==> config.mk <==
export PLATFORM = sky130hd
export DESIGN_NAME = uemr_responder
export DESIGN_NICKNAME = d
export VERILOG_FILES = /design/src/verilog/uemr_pkg.sv /design/src/verilog/uemr_responder.sv
export VERILOG_INCLUDE_DIRS = /design/src /design/src/verilog
export SDC_FILE = /design/constraint.sdc
export NUM_CORES = 1
export LEC_CHECK = 0
export BUFFER_PORTS_ARGS = -buffer_cell sky130_fd_sc_hd__buf_4
export CAP_MARGIN = 20
export CORE_MARGIN = 1.5
export CORE_UTILIZATION = 25
export DETAILED_ROUTE_END_ITERATION = 16
export HOLD_SLACK_MARGIN = 0.03
export PLACE_DENSITY = 0.41
export SLEW_MARGIN = 20
export SYNTH_ARGS = -nofsm -noshare
export SYNTH_HDL_FRONTEND = slang
export SYNTH_SLANG_ARGS = --single-unit
==> constraint.sdc <==
create_clock -name aclk -period 2.6 [get_ports aclk]
set_input_delay 0.26 -clock aclk [delete_from_list [all_inputs] [get_ports aclk]]
set_output_delay 0.26 -clock aclk [all_outputs]
set_load 0.05 [all_outputs]
==> src/verilog/uemr_defines.svh <==
// Constants of the endpoint mode responder: modes, field positions, offsets.
// Assumes inclusion by uemr_responder.sv only, not by uemr_pkg.sv.
`ifndef UEMR_DEFINES_SVH
`define UEMR_DEFINES_SVH

// Endpoint mode encodings
`define UEMR_MODE_DISABLE      4'h0
`define UEMR_MODE_NAK_INOUT    4'h1
`define UEMR_MODE_STATUS_OUT   4'h2
`define UEMR_MODE_STALL_INOUT  4'h3
`define UEMR_MODE_IGN_INOUT    4'h4
`define UEMR_MODE_RSV_5        4'h5
`define UEMR_MODE_STATUS_IN    4'h6
`define UEMR_MODE_RSV_7        4'h7
`define UEMR_MODE_NAK_OUT      4'h8
`define UEMR_MODE_ACK_OUT      4'h9
`define UEMR_MODE_NAKOUT_STIN  4'hA
`define UEMR_MODE_ACKOUT_NAKIN 4'hB
`define UEMR_MODE_NAK_IN       4'hC
`define UEMR_MODE_ACK_IN       4'hD
`define UEMR_MODE_NAKIN_STOUT  4'hE
`define UEMR_MODE_ACKIN_STOUT  4'hF

// Mode register fields
`define UEMR_MODE_STALL_BIT    7
`define UEMR_FLAG_SETUP_BIT    7
`define UEMR_FLAG_IN_BIT       6
`define UEMR_FLAG_OUT_BIT      5
`define UEMR_FLAG_ACK_BIT      4
// Count register fields
`define UEMR_CNT_TOG_BIT       7
`define UEMR_CNT_DVAL_BIT      6

// Register word offsets (byte addresses) and register reset value
`define UEMR_OFS_MODE0         8'h00
`define UEMR_OFS_CNT0          8'h04
`define UEMR_OFS_BUF_LO        8'h18
`define UEMR_OFS_BUF_HI        8'h1C
`define UEMR_REG_RST           8'h00

// Packet sizes
`define UEMR_CRC_BYTES         5'h02
`define UEMR_EP_SIZE           8

// AXI responses
`define UEMR_RESP_OKAY         2'h0
`define UEMR_RESP_SLVERR       2'h2

`endif

==> src/verilog/uemr_pkg.sv <==
// Types shared by the endpoint mode responder and its bench.
// Assumes nothing beyond the defines header.
package uemr_pkg;

	typedef enum logic [2:0] {
		UEMR_ST_IDLE = 3'h1,
		UEMR_ST_DATA = 3'h2,
		UEMR_ST_HACK = 3'h4
	} uemr_state_t;

	typedef enum logic [1:0] {
		UEMR_PID_OUT   = 2'h0,
		UEMR_PID_IN    = 2'h1,
		UEMR_PID_SETUP = 2'h2
	} uemr_pid_t;

	// ZLP and CHECK are internal; only NONE..DATA leave the block
	typedef enum logic [2:0] {
		UEMR_RSP_NONE  = 3'h0,
		UEMR_RSP_ACK   = 3'h1,
		UEMR_RSP_NAK   = 3'h2,
		UEMR_RSP_STALL = 3'h3,
		UEMR_RSP_DATA  = 3'h4,
		UEMR_RSP_CHECK = 3'h5,
		UEMR_RSP_ZLP   = 3'h6
	} uemr_rsp_t;

endpackage

==> src/verilog/uemr_responder.sv <==
// Endpoint mode responder of a low-speed USB protocol engine, AXI4-Lite registers.
// Assumes a packet layer on aclk that decodes tokens and data packets into strobes.
// Functional notes
// Bit 7 stall turns ACK into STALL
// Mode bits [3:0] select token answers
// Mode 0001 ACKs SETUP, NAKs IN/OUT
// Check ACKs only zero-length DATA1 OUT
// TX count sends count register bytes
// TX zero answers IN with empty packet
// Ignored tokens get no handshake
// Accepted valid SETUP forces mode 0001
// Status OUT ACK in 1111 gives 1110
// Reset to disabled, stays until written
// Control endpoint flags SETUP, IN, OUT
// Invalid transactions get no answer
// Interrupt on completion or bad CRC
// Valid packet: checks pass, size limit
// OUT endpoints ignore IN, and reverse
// IN/OUT flags set at transaction end
// SETUP flag set at data start
// ACK locks control registers until read
// Firmware reads mode first in handler
// Firmware keeps SETUP off other endpoints
// Valid SETUP stores, flags, NAKs, interrupts
// ACKed OUT in 1001 gives 1000
// ACKed IN in 1101 gives 1100
// ACKed OUT in 1011 gives 0001
// NAK-all: valid NAK, invalid silent
// Bad SETUP: silent, flag, interrupt
`include "uemr_defines.svh"

module uemr_responder #(
	parameter int NUM_EP  = 3,
	parameter int EP_SIZE = `UEMR_EP_SIZE
) (
	// Clock and reset
	input  wire logic                aclk,
	input  wire logic                aresetn,
	// AXI4-Lite slave
	input  wire logic [7:0]          s_axi_awaddr,
	input  wire logic                s_axi_awvalid,
	output logic                     s_axi_awready,
	input  wire logic [31:0]         s_axi_wdata,
	input  wire logic [3:0]          s_axi_wstrb,
	input  wire logic                s_axi_wvalid,
	output logic                     s_axi_wready,
	output logic [1:0]               s_axi_bresp,
	output logic                     s_axi_bvalid,
	input  wire logic                s_axi_bready,
	input  wire logic [7:0]          s_axi_araddr,
	input  wire logic                s_axi_arvalid,
	output logic                     s_axi_arready,
	output logic [31:0]              s_axi_rdata,
	output logic [1:0]               s_axi_rresp,
	output logic                     s_axi_rvalid,
	input  wire logic                s_axi_rready,
	// Token from the packet layer
	input  wire logic                tok_valid,
	input  wire uemr_pkg::uemr_pid_t tok_pid,
	input  wire logic [1:0]          tok_ep,
	input  wire logic                tok_ok,
	// Host data packet
	input  wire logic                pkt_start,
	input  wire logic                pkt_byte_valid,
	input  wire logic [7:0]          pkt_byte,
	input  wire logic                pkt_end,
	input  wire logic [4:0]          pkt_count,
	input  wire logic                pkt_ok,
	input  wire logic                pkt_crc_bad,
	input  wire logic                pkt_toggle,
	// Host handshake after our data
	input  wire logic                host_ack,
	input  wire logic                host_timeout,
	// Response to the packet layer
	output logic                     rsp_valid,
	output uemr_pkg::uemr_rsp_t      rsp_kind,
	output logic [3:0]               rsp_len,
	// Per-endpoint event pulses
	output logic [NUM_EP-1:0]        ep_irq
);
	import uemr_pkg::*;

	localparam int BIW = $clog2(EP_SIZE);

	logic [7:0]  mode_r [NUM_EP];
	logic [7:0]  cnt_r [NUM_EP];
	logic [7:0]  buf_r [EP_SIZE];
	logic [BIW:0] idx_r;
	logic        lock_r;
	uemr_state_t state_r;
	uemr_state_t state_nxt;
	logic [1:0]  ep_r;
	uemr_pid_t   pid_r;
	uemr_rsp_t   kind_r;
	uemr_rsp_t   kind_nxt;

	// Engine outputs of the combinational decision
	logic        eng_mode_we;
	logic [3:0]  eng_mode;
	logic        eng_cnt_we;
	logic [7:0]  eng_cnt;
	logic        eng_set_setup;
	logic        eng_set_in;
	logic        eng_set_out;
	logic        eng_set_ack;
	logic        eng_lock;
	logic        eng_irq;
	logic        eng_rsp_v;
	uemr_rsp_t   eng_rsp_k;
	logic [3:0]  eng_rsp_len;

	logic        tok_take;
	logic [7:0]  tok_mode;
	logic        tok_stall;
	logic [7:0]  cur_mode;
	logic        cur_stall;
	logic        pkt_valid;
	logic [3:0]  pkt_data_len;

	// IN answer per mode
	function automatic uemr_rsp_t in_resp(input logic [3:0] m, input logic stl);
		unique case (m)
			`UEMR_MODE_NAK_INOUT, `UEMR_MODE_ACKOUT_NAKIN, `UEMR_MODE_NAK_IN,
			`UEMR_MODE_NAKIN_STOUT:                          in_resp = UEMR_RSP_NAK;
			`UEMR_MODE_STATUS_OUT, `UEMR_MODE_STALL_INOUT:   in_resp = UEMR_RSP_STALL;
			`UEMR_MODE_STATUS_IN, `UEMR_MODE_NAKOUT_STIN:    in_resp = UEMR_RSP_ZLP;
			`UEMR_MODE_RSV_7, `UEMR_MODE_ACKIN_STOUT:        in_resp = UEMR_RSP_DATA;
			`UEMR_MODE_ACK_IN: in_resp = stl ? UEMR_RSP_STALL : UEMR_RSP_DATA;
			`UEMR_MODE_DISABLE, `UEMR_MODE_IGN_INOUT, `UEMR_MODE_RSV_5,
			`UEMR_MODE_NAK_OUT, `UEMR_MODE_ACK_OUT:          in_resp = UEMR_RSP_NONE;
		endcase
	endfunction

	// OUT answer per mode
	function automatic uemr_rsp_t out_resp(input logic [3:0] m, input logic stl);
		unique case (m)
			`UEMR_MODE_NAK_INOUT, `UEMR_MODE_NAK_OUT,
			`UEMR_MODE_NAKOUT_STIN:                          out_resp = UEMR_RSP_NAK;
			`UEMR_MODE_STALL_INOUT, `UEMR_MODE_STATUS_IN:    out_resp = UEMR_RSP_STALL;
			`UEMR_MODE_STATUS_OUT, `UEMR_MODE_NAKIN_STOUT,
			`UEMR_MODE_ACKIN_STOUT:                          out_resp = UEMR_RSP_CHECK;
			`UEMR_MODE_ACKOUT_NAKIN:                         out_resp = UEMR_RSP_ACK;
			`UEMR_MODE_ACK_OUT: out_resp = stl ? UEMR_RSP_STALL : UEMR_RSP_ACK;
			`UEMR_MODE_DISABLE, `UEMR_MODE_IGN_INOUT, `UEMR_MODE_RSV_5,
			`UEMR_MODE_RSV_7, `UEMR_MODE_NAK_IN, `UEMR_MODE_ACK_IN: out_resp = UEMR_RSP_NONE;
		endcase
	endfunction

	function automatic logic setup_acc(input logic [3:0] m);
		unique case (m)
			`UEMR_MODE_DISABLE, `UEMR_MODE_RSV_5, `UEMR_MODE_RSV_7, `UEMR_MODE_NAK_OUT,
			`UEMR_MODE_ACK_OUT, `UEMR_MODE_NAK_IN, `UEMR_MODE_ACK_IN: setup_acc = 1'b0;
			default: setup_acc = 1'b1;
		endcase
	endfunction

	assign tok_take     = (state_r == UEMR_ST_IDLE) && tok_valid && tok_ok
	                      && (32'(tok_ep) < NUM_EP);
	assign tok_mode     = mode_r[tok_ep];
	// stall bit exists only on non-control endpoints
	assign tok_stall    = (tok_ep != 2'h0) && tok_mode[`UEMR_MODE_STALL_BIT];
	assign cur_mode     = mode_r[ep_r];
	assign cur_stall    = (ep_r != 2'h0) && cur_mode[`UEMR_MODE_STALL_BIT];
	// checks passed and count within endpoint size plus CRC
	assign pkt_valid    = pkt_ok && (pkt_count <= 5'(EP_SIZE) + `UEMR_CRC_BYTES);
	assign pkt_data_len = 4'(pkt_count - `UEMR_CRC_BYTES);

	// Transaction decision
	always_comb begin
		state_nxt     = state_r;
		kind_nxt      = kind_r;
		eng_mode_we   = 1'b0;
		eng_mode      = cur_mode[3:0];
		eng_cnt_we    = 1'b0;
		eng_cnt       = cnt_r[ep_r];
		eng_set_setup = 1'b0;
		eng_set_in    = 1'b0;
		eng_set_out   = 1'b0;
		eng_set_ack   = 1'b0;
		eng_lock      = 1'b0;
		eng_irq       = 1'b0;
		eng_rsp_v     = 1'b0;
		eng_rsp_k     = UEMR_RSP_NONE;
		eng_rsp_len   = 4'h0;
		unique case (state_r)
			UEMR_ST_IDLE: begin
				if (tok_take) begin
					unique case (tok_pid)
						UEMR_PID_IN: begin
							kind_nxt = in_resp(tok_mode[3:0], tok_stall);
							// data answer waits for the host handshake
							if (kind_nxt == UEMR_RSP_DATA || kind_nxt == UEMR_RSP_ZLP) begin
								eng_rsp_v = 1'b1;
								eng_rsp_k = UEMR_RSP_DATA;
								if (kind_nxt == UEMR_RSP_DATA)
									eng_rsp_len = cnt_r[tok_ep][3:0];
								state_nxt = UEMR_ST_HACK;
							// NAK or STALL ends the transaction here
							end else if (kind_nxt != UEMR_RSP_NONE) begin
								eng_rsp_v  = 1'b1;
								eng_rsp_k  = kind_nxt;
								eng_set_in = 1'b1;
								eng_irq    = 1'b1;
							end
						end
						UEMR_PID_OUT: begin
							kind_nxt = out_resp(tok_mode[3:0], tok_stall);
							if (kind_nxt != UEMR_RSP_NONE)
								state_nxt = UEMR_ST_DATA;
						end
						UEMR_PID_SETUP: begin
							kind_nxt = UEMR_RSP_ACK;
							if (setup_acc(tok_mode[3:0]))
								state_nxt = UEMR_ST_DATA;
						end
						default: ;
					endcase
				end
			end
			UEMR_ST_DATA: begin
				// SETUP flag at start of data
				if (pkt_start && pid_r == UEMR_PID_SETUP)
					eng_set_setup = 1'b1;
				if (tok_valid) begin
					state_nxt = UEMR_ST_IDLE;
				end else if (pkt_end) begin
					state_nxt = UEMR_ST_IDLE;
					if (pid_r == UEMR_PID_SETUP) begin
						// bad SETUP: no answer, data marked invalid
						eng_cnt_we = 1'b1;
						eng_cnt    = {pkt_toggle, pkt_valid, 2'h0, pkt_data_len};
						eng_irq    = 1'b1;
						// valid SETUP: ACK, lock, mode to NAK-all
						if (pkt_valid) begin
							eng_rsp_v   = 1'b1;
							eng_rsp_k   = UEMR_RSP_ACK;
							eng_mode_we = 1'b1;
							eng_mode    = `UEMR_MODE_NAK_INOUT;
							eng_set_ack = 1'b1;
							eng_lock    = 1'b1;
						end
					// invalid OUT stays silent
					end else if (pkt_valid) begin
						eng_set_out = 1'b1;
						eng_irq     = 1'b1;
						eng_rsp_v   = 1'b1;
						eng_rsp_k   = kind_r;
						if (kind_r == UEMR_RSP_ACK || kind_r == UEMR_RSP_CHECK) begin
							eng_cnt_we = 1'b1;
							eng_cnt    = {pkt_toggle, 1'b1, 2'h0, pkt_data_len};
						end
						// zero length with toggle 1, else STALL
						if (kind_r == UEMR_RSP_CHECK) begin
							if (pkt_count == `UEMR_CRC_BYTES && pkt_toggle) begin
								eng_rsp_k = UEMR_RSP_ACK;
							end else begin
								eng_rsp_k   = UEMR_RSP_STALL;
								eng_mode_we = 1'b1;
								eng_mode    = `UEMR_MODE_STALL_INOUT;
							end
						end
						if (eng_rsp_k == UEMR_RSP_ACK) begin
							eng_set_ack = 1'b1;
							eng_lock    = 1'b1;
							eng_mode_we = 1'b1;
							unique case (cur_mode[3:0])
								// ACK OUT falls back to NAK OUT
								`UEMR_MODE_ACK_OUT:      eng_mode = `UEMR_MODE_NAK_OUT;
								// control write data goes to NAK-all
								`UEMR_MODE_ACKOUT_NAKIN: eng_mode = `UEMR_MODE_NAK_INOUT;
								// status OUT accepted
								`UEMR_MODE_ACKIN_STOUT:  eng_mode = `UEMR_MODE_NAKIN_STOUT;
								default:                 eng_mode = cur_mode[3:0];
							endcase
						end
					end else if (kind_r == UEMR_RSP_ACK || kind_r == UEMR_RSP_CHECK) begin
						// buffer was written, bad CRC corrupts it
						eng_cnt_we = 1'b1;
						eng_cnt    = {cnt_r[ep_r][7], 1'b0, cnt_r[ep_r][5:0]};
						eng_irq    = pkt_crc_bad;
					end
				end
			end
			UEMR_ST_HACK: begin
				if (host_ack) begin
					state_nxt   = UEMR_ST_IDLE;
					eng_set_in  = 1'b1;
					eng_set_ack = 1'b1;
					eng_lock    = 1'b1;
					// completed transaction interrupts
					eng_irq     = 1'b1;
					eng_mode_we = 1'b1;
					unique case (cur_mode[3:0])
						// ACK IN falls back to NAK IN
						`UEMR_MODE_ACK_IN:      eng_mode = `UEMR_MODE_NAK_IN;
						`UEMR_MODE_ACKIN_STOUT: eng_mode = `UEMR_MODE_NAKIN_STOUT;
						default:                eng_mode = cur_mode[3:0];
					endcase
				end else if (host_timeout || tok_valid) begin
					state_nxt = UEMR_ST_IDLE;
				end
			end
			default: state_nxt = UEMR_ST_IDLE;
		endcase
	end

	always_ff @(posedge aclk) begin
		if (!aresetn) begin
			state_r <= UEMR_ST_IDLE;
			ep_r    <= 2'h0;
			pid_r   <= UEMR_PID_OUT;
			kind_r  <= UEMR_RSP_NONE;
		end else begin
			state_r <= state_nxt;
			kind_r  <= kind_nxt;
			if (tok_take) begin
				ep_r  <= tok_ep;
				pid_r <= tok_pid;
			end
		end
	end

	// Response and event outputs
	always_ff @(posedge aclk) begin
		if (!aresetn) begin
			rsp_valid <= 1'b0;
			rsp_kind  <= UEMR_RSP_NONE;
			rsp_len   <= 4'h0;
			ep_irq    <= '0;
		end else begin
			rsp_valid <= eng_rsp_v;
			rsp_kind  <= eng_rsp_k;
			rsp_len   <= eng_rsp_len;
			ep_irq    <= '0;
			if (eng_irq)
				ep_irq[tok_take ? tok_ep : ep_r] <= 1'b1;
		end
	end

	// Control endpoint receive buffer
	always_ff @(posedge aclk) begin
		if (!aresetn) begin
			idx_r <= '0;
			for (int i = 0; i < EP_SIZE; i++)
				buf_r[i] <= 8'h00;
		end else if (state_r == UEMR_ST_DATA) begin
			if (pkt_start)
				idx_r <= '0;
			else if (pkt_byte_valid && ep_r == 2'h0 && 32'(idx_r) < EP_SIZE) begin
				buf_r[idx_r[BIW-1:0]] <= pkt_byte;
				idx_r <= idx_r + 1'b1;
			end
		end
	end

	// AXI4-Lite slave
	logic        aw_full_r;
	logic        w_full_r;
	logic [7:0]  awaddr_r;
	logic [31:0] wdata_r;
	logic        wstrb0_r;
	logic        wr_go;
	logic        aw_full_nxt;
	logic        w_full_nxt;
	logic        wr_map;
	logic        rd_map;
	logic [2:0]  wr_idx;
	logic [2:0]  rd_idx;
	logic        cpu_rd_ctl;
	logic [31:0] rd_word;

	assign wr_go       = aw_full_r && w_full_r && !s_axi_bvalid;
	assign aw_full_nxt = !wr_go && (aw_full_r || (s_axi_awvalid && s_axi_awready));
	assign w_full_nxt  = !wr_go && (w_full_r || (s_axi_wvalid && s_axi_wready));
	assign wr_idx      = awaddr_r[4:2];
	assign rd_idx      = s_axi_araddr[4:2];
	assign wr_map      = (awaddr_r[7:5] == 3'h0) && (32'(wr_idx) < 2 * NUM_EP);
	assign rd_map      = (s_axi_araddr[7:5] == 3'h0);
	assign cpu_rd_ctl  = s_axi_arvalid && s_axi_arready && rd_map
	                     && (s_axi_araddr[4:3] == 2'h0);

	always_comb begin
		rd_word = 32'h0000_0000;
		if (s_axi_araddr == `UEMR_OFS_BUF_LO)
			rd_word = {buf_r[3], buf_r[2], buf_r[1], buf_r[0]};
		else if (s_axi_araddr == `UEMR_OFS_BUF_HI)
			rd_word = {buf_r[7], buf_r[6], buf_r[5], buf_r[4]};
		else if (32'(rd_idx) < 2 * NUM_EP)
			rd_word = {24'h00_0000, rd_idx[0] ? cnt_r[rd_idx[2:1]] : mode_r[rd_idx[2:1]]};
	end

	always_ff @(posedge aclk) begin
		if (!aresetn) begin
			aw_full_r     <= 1'b0;
			w_full_r      <= 1'b0;
			s_axi_awready <= 1'b0;
			s_axi_wready  <= 1'b0;
			awaddr_r      <= 8'h00;
			wdata_r       <= 32'h0000_0000;
			wstrb0_r      <= 1'b0;
			s_axi_bvalid  <= 1'b0;
			s_axi_bresp   <= `UEMR_RESP_OKAY;
		end else begin
			aw_full_r     <= aw_full_nxt;
			w_full_r      <= w_full_nxt;
			s_axi_awready <= !aw_full_nxt;
			s_axi_wready  <= !w_full_nxt;
			if (s_axi_awvalid && s_axi_awready)
				awaddr_r <= s_axi_awaddr;
			if (s_axi_wvalid && s_axi_wready) begin
				wdata_r  <= s_axi_wdata;
				wstrb0_r <= s_axi_wstrb[0];
			end
			if (wr_go) begin
				s_axi_bvalid <= 1'b1;
				s_axi_bresp  <= wr_map ? `UEMR_RESP_OKAY : `UEMR_RESP_SLVERR;
			end else if (s_axi_bready) begin
				s_axi_bvalid <= 1'b0;
			end
		end
	end

	always_ff @(posedge aclk) begin
		if (!aresetn) begin
			s_axi_arready <= 1'b0;
			s_axi_rvalid  <= 1'b0;
			s_axi_rdata   <= 32'h0000_0000;
			s_axi_rresp   <= `UEMR_RESP_OKAY;
		end else if (s_axi_arvalid && s_axi_arready) begin
			s_axi_arready <= 1'b0;
			s_axi_rvalid  <= 1'b1;
			s_axi_rdata   <= rd_map ? rd_word : 32'h0000_0000;
			s_axi_rresp   <= rd_map ? `UEMR_RESP_OKAY : `UEMR_RESP_SLVERR;
		end else if (s_axi_rvalid) begin
			if (s_axi_rready)
				s_axi_rvalid <= 1'b0;
		end else begin
			s_axi_arready <= 1'b1;
		end
	end

	// lock set by engine wins over an unlocking read
	always_ff @(posedge aclk) begin
		if (!aresetn)
			lock_r <= 1'b0;
		else if (eng_lock && ep_r == 2'h0)
			lock_r <= 1'b1;
		else if (cpu_rd_ctl)
			lock_r <= 1'b0;
	end

	// Mode and count registers; engine updates override the CPU
	always_ff @(posedge aclk) begin
		if (!aresetn) begin
			// all endpoints start disabled
			for (int i = 0; i < NUM_EP; i++) begin
				mode_r[i] <= `UEMR_REG_RST;
				cnt_r[i]  <= `UEMR_REG_RST;
			end
		end else begin
			for (int i = 0; i < NUM_EP; i++) begin
				// locked control registers drop CPU writes
				if (wr_go && wr_map && wstrb0_r && 32'(wr_idx[2:1]) == i
				    && !(i == 0 && lock_r)) begin
					if (wr_idx[0])
						cnt_r[i] <= wdata_r[7:0];
					else
						mode_r[i] <= wdata_r[7:0];
				end
				if (eng_mode_we && 32'(ep_r) == i)
					mode_r[i][3:0] <= eng_mode;
				if (eng_cnt_we && 32'(ep_r) == i)
					cnt_r[i] <= eng_cnt;
			end
			// control endpoint token flags, set wins over a write
			if (ep_r == 2'h0 || (tok_take && tok_ep == 2'h0)) begin
				if (eng_set_setup)
					mode_r[0][`UEMR_FLAG_SETUP_BIT] <= 1'b1;
				if (eng_set_in && (tok_take ? tok_ep : ep_r) == 2'h0)
					mode_r[0][`UEMR_FLAG_IN_BIT] <= 1'b1;
				if (eng_set_out)
					mode_r[0][`UEMR_FLAG_OUT_BIT] <= 1'b1;
				if (eng_set_ack)
					mode_r[0][`UEMR_FLAG_ACK_BIT] <= 1'b1;
			end
		end
	end
endmodule

==> flow_metrics.tcl <==
set metrics [dict create \
    die-area_mm2 0.0386 \
    drive_gt1_frac 0.212 \
    utilization 0.317 \
    synth_most_common_cell "edfxtp_1" \
    clkTransAtPathRegs_ps 80 \
    final.fill_count 3847 \
    grt_pass1_vias 7096 \
    final_antenna_net_count 0 \
    rsz0062_at_grt "no" \
    cts_root_buf "clkbuf_16" \
    synthFlopType "edfxtp_1" \
    setup_tns_ps 0 \
    place_congestion 0.804 \
    synth-seq-area-share 0.534 \
    synth_area_mm2 0.00937 \
    finalNonFillerCells 1534 \
    synth_xor_area_frac 0.000935 \
    overflow 0 \
    cts_made_buffers 17 \
    syn2layout_area_growth_pct 24.3 \
    leakage_nw 4.32 \
    clkPwrFrac 0.414 \
    ys_ff_latch 194 \
    row_count 70 \
    die_y_um 197 \
    die_w_um 197 \
    slew_violations 0 \
    syn_inst 920 \
    wl_per_cell_um 18.3 \
    fin_crit_sh 0.920 \
    seq_power_share 0.498 \
    max_freq_ghz 0.418 \
    grt_usage 0.148 \
    synth_edf_count 112 \
    fin_worst_skew_ps 17.1 \
    synth_compound_area_frac 0.168 \
    startpoint_type "flop" \
    hp-class "input port to flop" \
    dr.pass1.iters 4 \
    synth_top_family_by_area "simple AND/OR/NAND/NOR gates" \
    path_cells "nor2b_1 > o2111ai_2 > or3b_2 > and2_1 > a22o_1" \
    synth_area_leader_cell "edfxtp_1" \
    clock-sinks 194 \
    slew_headroom 0.393 \
    setup_violations 0 \
    p_int_mw 4.97 \
    muxShareOfSynthArea 0.0697 \
    arrival_ps 2600 \
    post_cts_resized 0 \
    synth_cell_types 66 \
    grt_max_degree 33 \
    io_buffers 106 \
    post-cts-setup-buffers 0 \
    antenna_found_initial 1 \
    hold_viol_final 0 \
    cp_slowest_cell "or3b_2" \
    cts_hold_buf 0 \
    layout.nets 1141 \
    grt_pass1_wl_mm 43.1 \
    path_class "flop to flop" \
    boundaryPins 138 \
    switching_share 0.271 \
    async_flop_share 0 \
    htree_num_levels 4 \
    coreArea_mm2 0.0368 \
    cp_max_fo 8 \
    yosys.area_share.simple 0.193 \
    seq_area_mm2 0.00500 \
    dpl.cell_count 1502 \
    cts_max_path_buffers 2 \
    multi_input_area_mm2 0.00408 \
    wirelength_mm 28.1 \
    vias_per_cell 4.76 \
    synth_fa_ha_area_frac 0.00267 \
    clock_latency_ps 460 \
    first_iter_violations 434 \
    place_hpwl_mm 21.1 \
    combPwrFrac 0.088 \
    holdWs_ps 57.3 \
    powerDensity_mw_per_mm2 585 \
    synth_warnings 0 \
    fin_crit_ps 2390 \
    finalPower_mw 6.81 \
    slowest_delay_ps 580 \
    cts_tree "done" \
    initial_utilization 0.255 \
    worst_pin_slew_ps 907 \
    antennaDiodeCount 0 \
    worstPathRequired_ps 2810 \
    cap_violations 0 \
    vias 7301 \
    synth_common_cells "edfxtp_1 (112), nand2_1 (108), dfxtp_1 (82)" \
    power_switching_mw 1.84 \
    drc 0 \
    irDropWorstVdd_mv 0.440 \
    yosysTopAreaCellShare 0.359 \
    cp-end-kind "flop" \
    netlist_top_cells_area "edfxtp_1 (36%), dfxtp_1 (18%), mux2i_1 (4.8%), and2_1 (4.7%), nand2_1 (4.3%)" \
    avgSynthCellArea_um2 10.2 \
    run_status "finished clean" \
]
logic make-up after synthesis:
group / Yosys count
flip-flops: 194
adder cells (fa/ha/maj): 2
XOR/XNOR: 1
AND/OR/NAND/NOR: 353
buffers and inverters: 73
other: 1
multiplexers: 55
AO/OA/AOI/OAI: 241
cell type report:
cell class | instances | share of cell area
flip-flops and latches | 194 | 0.430
multi-input cells | 654 | 0.350
repair buffers | 169 | 0.110
well taps | 468 | 0.0503
clock buffers | 17 | 0.0365
clock inverters | 15 | 0.0176
inverters | 17 | 0.00548
worst paths after layout:
check	startpoint	to	slack, ps	cells after the start
worst max-delay path	pid_r[1]	cnt_r[1][4]	210	5
worst min-delay path	s_axi_wdata[4]	wdata_r[4]	60	3
worst max register to register	pid_r[1]	cnt_r[1][4]	210	5
worst min register to register	s_axi_rdata[14]	s_axi_rdata[14]	460	2
registers in the layout, indices dropped and copies added, names as in the netlist, 2 cells and up:
name,count
ep_r,2
state_r,3
idx_r,4
mode_r,24
ep_irq,3
cnt_r,24
awaddr_r,6
buf_r,64
rsp_len,4
pid_r,2
s_axi_rdata,32
rsp_kind,3
kind_r,3
wdata_r,8
critical path, delay by kind of cell, from the launching register on:
family | cells | cell delay [ps]
and+or+nand+nor | 3 | 1280
AOI/OAI and AO/OA | 2 | 530
DFF | 1 | 350
power groups by stage:
stage	Combinational (mW)	Sequential [mW]	Clock, mW
floorplan	0.331	3.46	0
global placement	0.609	3.46	0
detailed placement	0.606	3.46	0
CTS	0.609	3.39	2.90
global route	0.658	3.40	2.99
finish	0.600	3.39	2.82
per-layer routing:
metal	vias up	global-route usage	share of wire
met2	169	0.234	0.45
met4	0	0.0410	0.013
met1	3490	0.208	0.49
met3	18	0.0264	0.043
met5	-	0	0
li1	3624	-	-
placed cells by master (no fill, tap or decap), drive strengths merged, types with 12 or more instances in the layout:
cell,n
nand2b,18
buf,169
nand2,108
clkbuf,17
edfxtp,112
mux2i,45
o22ai,12
nor2b,20
a22oi,25
nor2,58
inv,24
dfxtp,82
a21oi,39
o21ai,75
and2,70
nor3,18
nand3,21
a21boi,19
through the flow:
step           setup WS [ps]  instance area, um^2
2_1_floorplan            235                 9370
5_1_grt                 13.4                11600
4_1_cts                  175                11600
6_report                 207                11600
3_3_place_gp             165                11000
3_5_place_dp             176                11000
No activity file was read; power rests on OpenSTA's default activity.
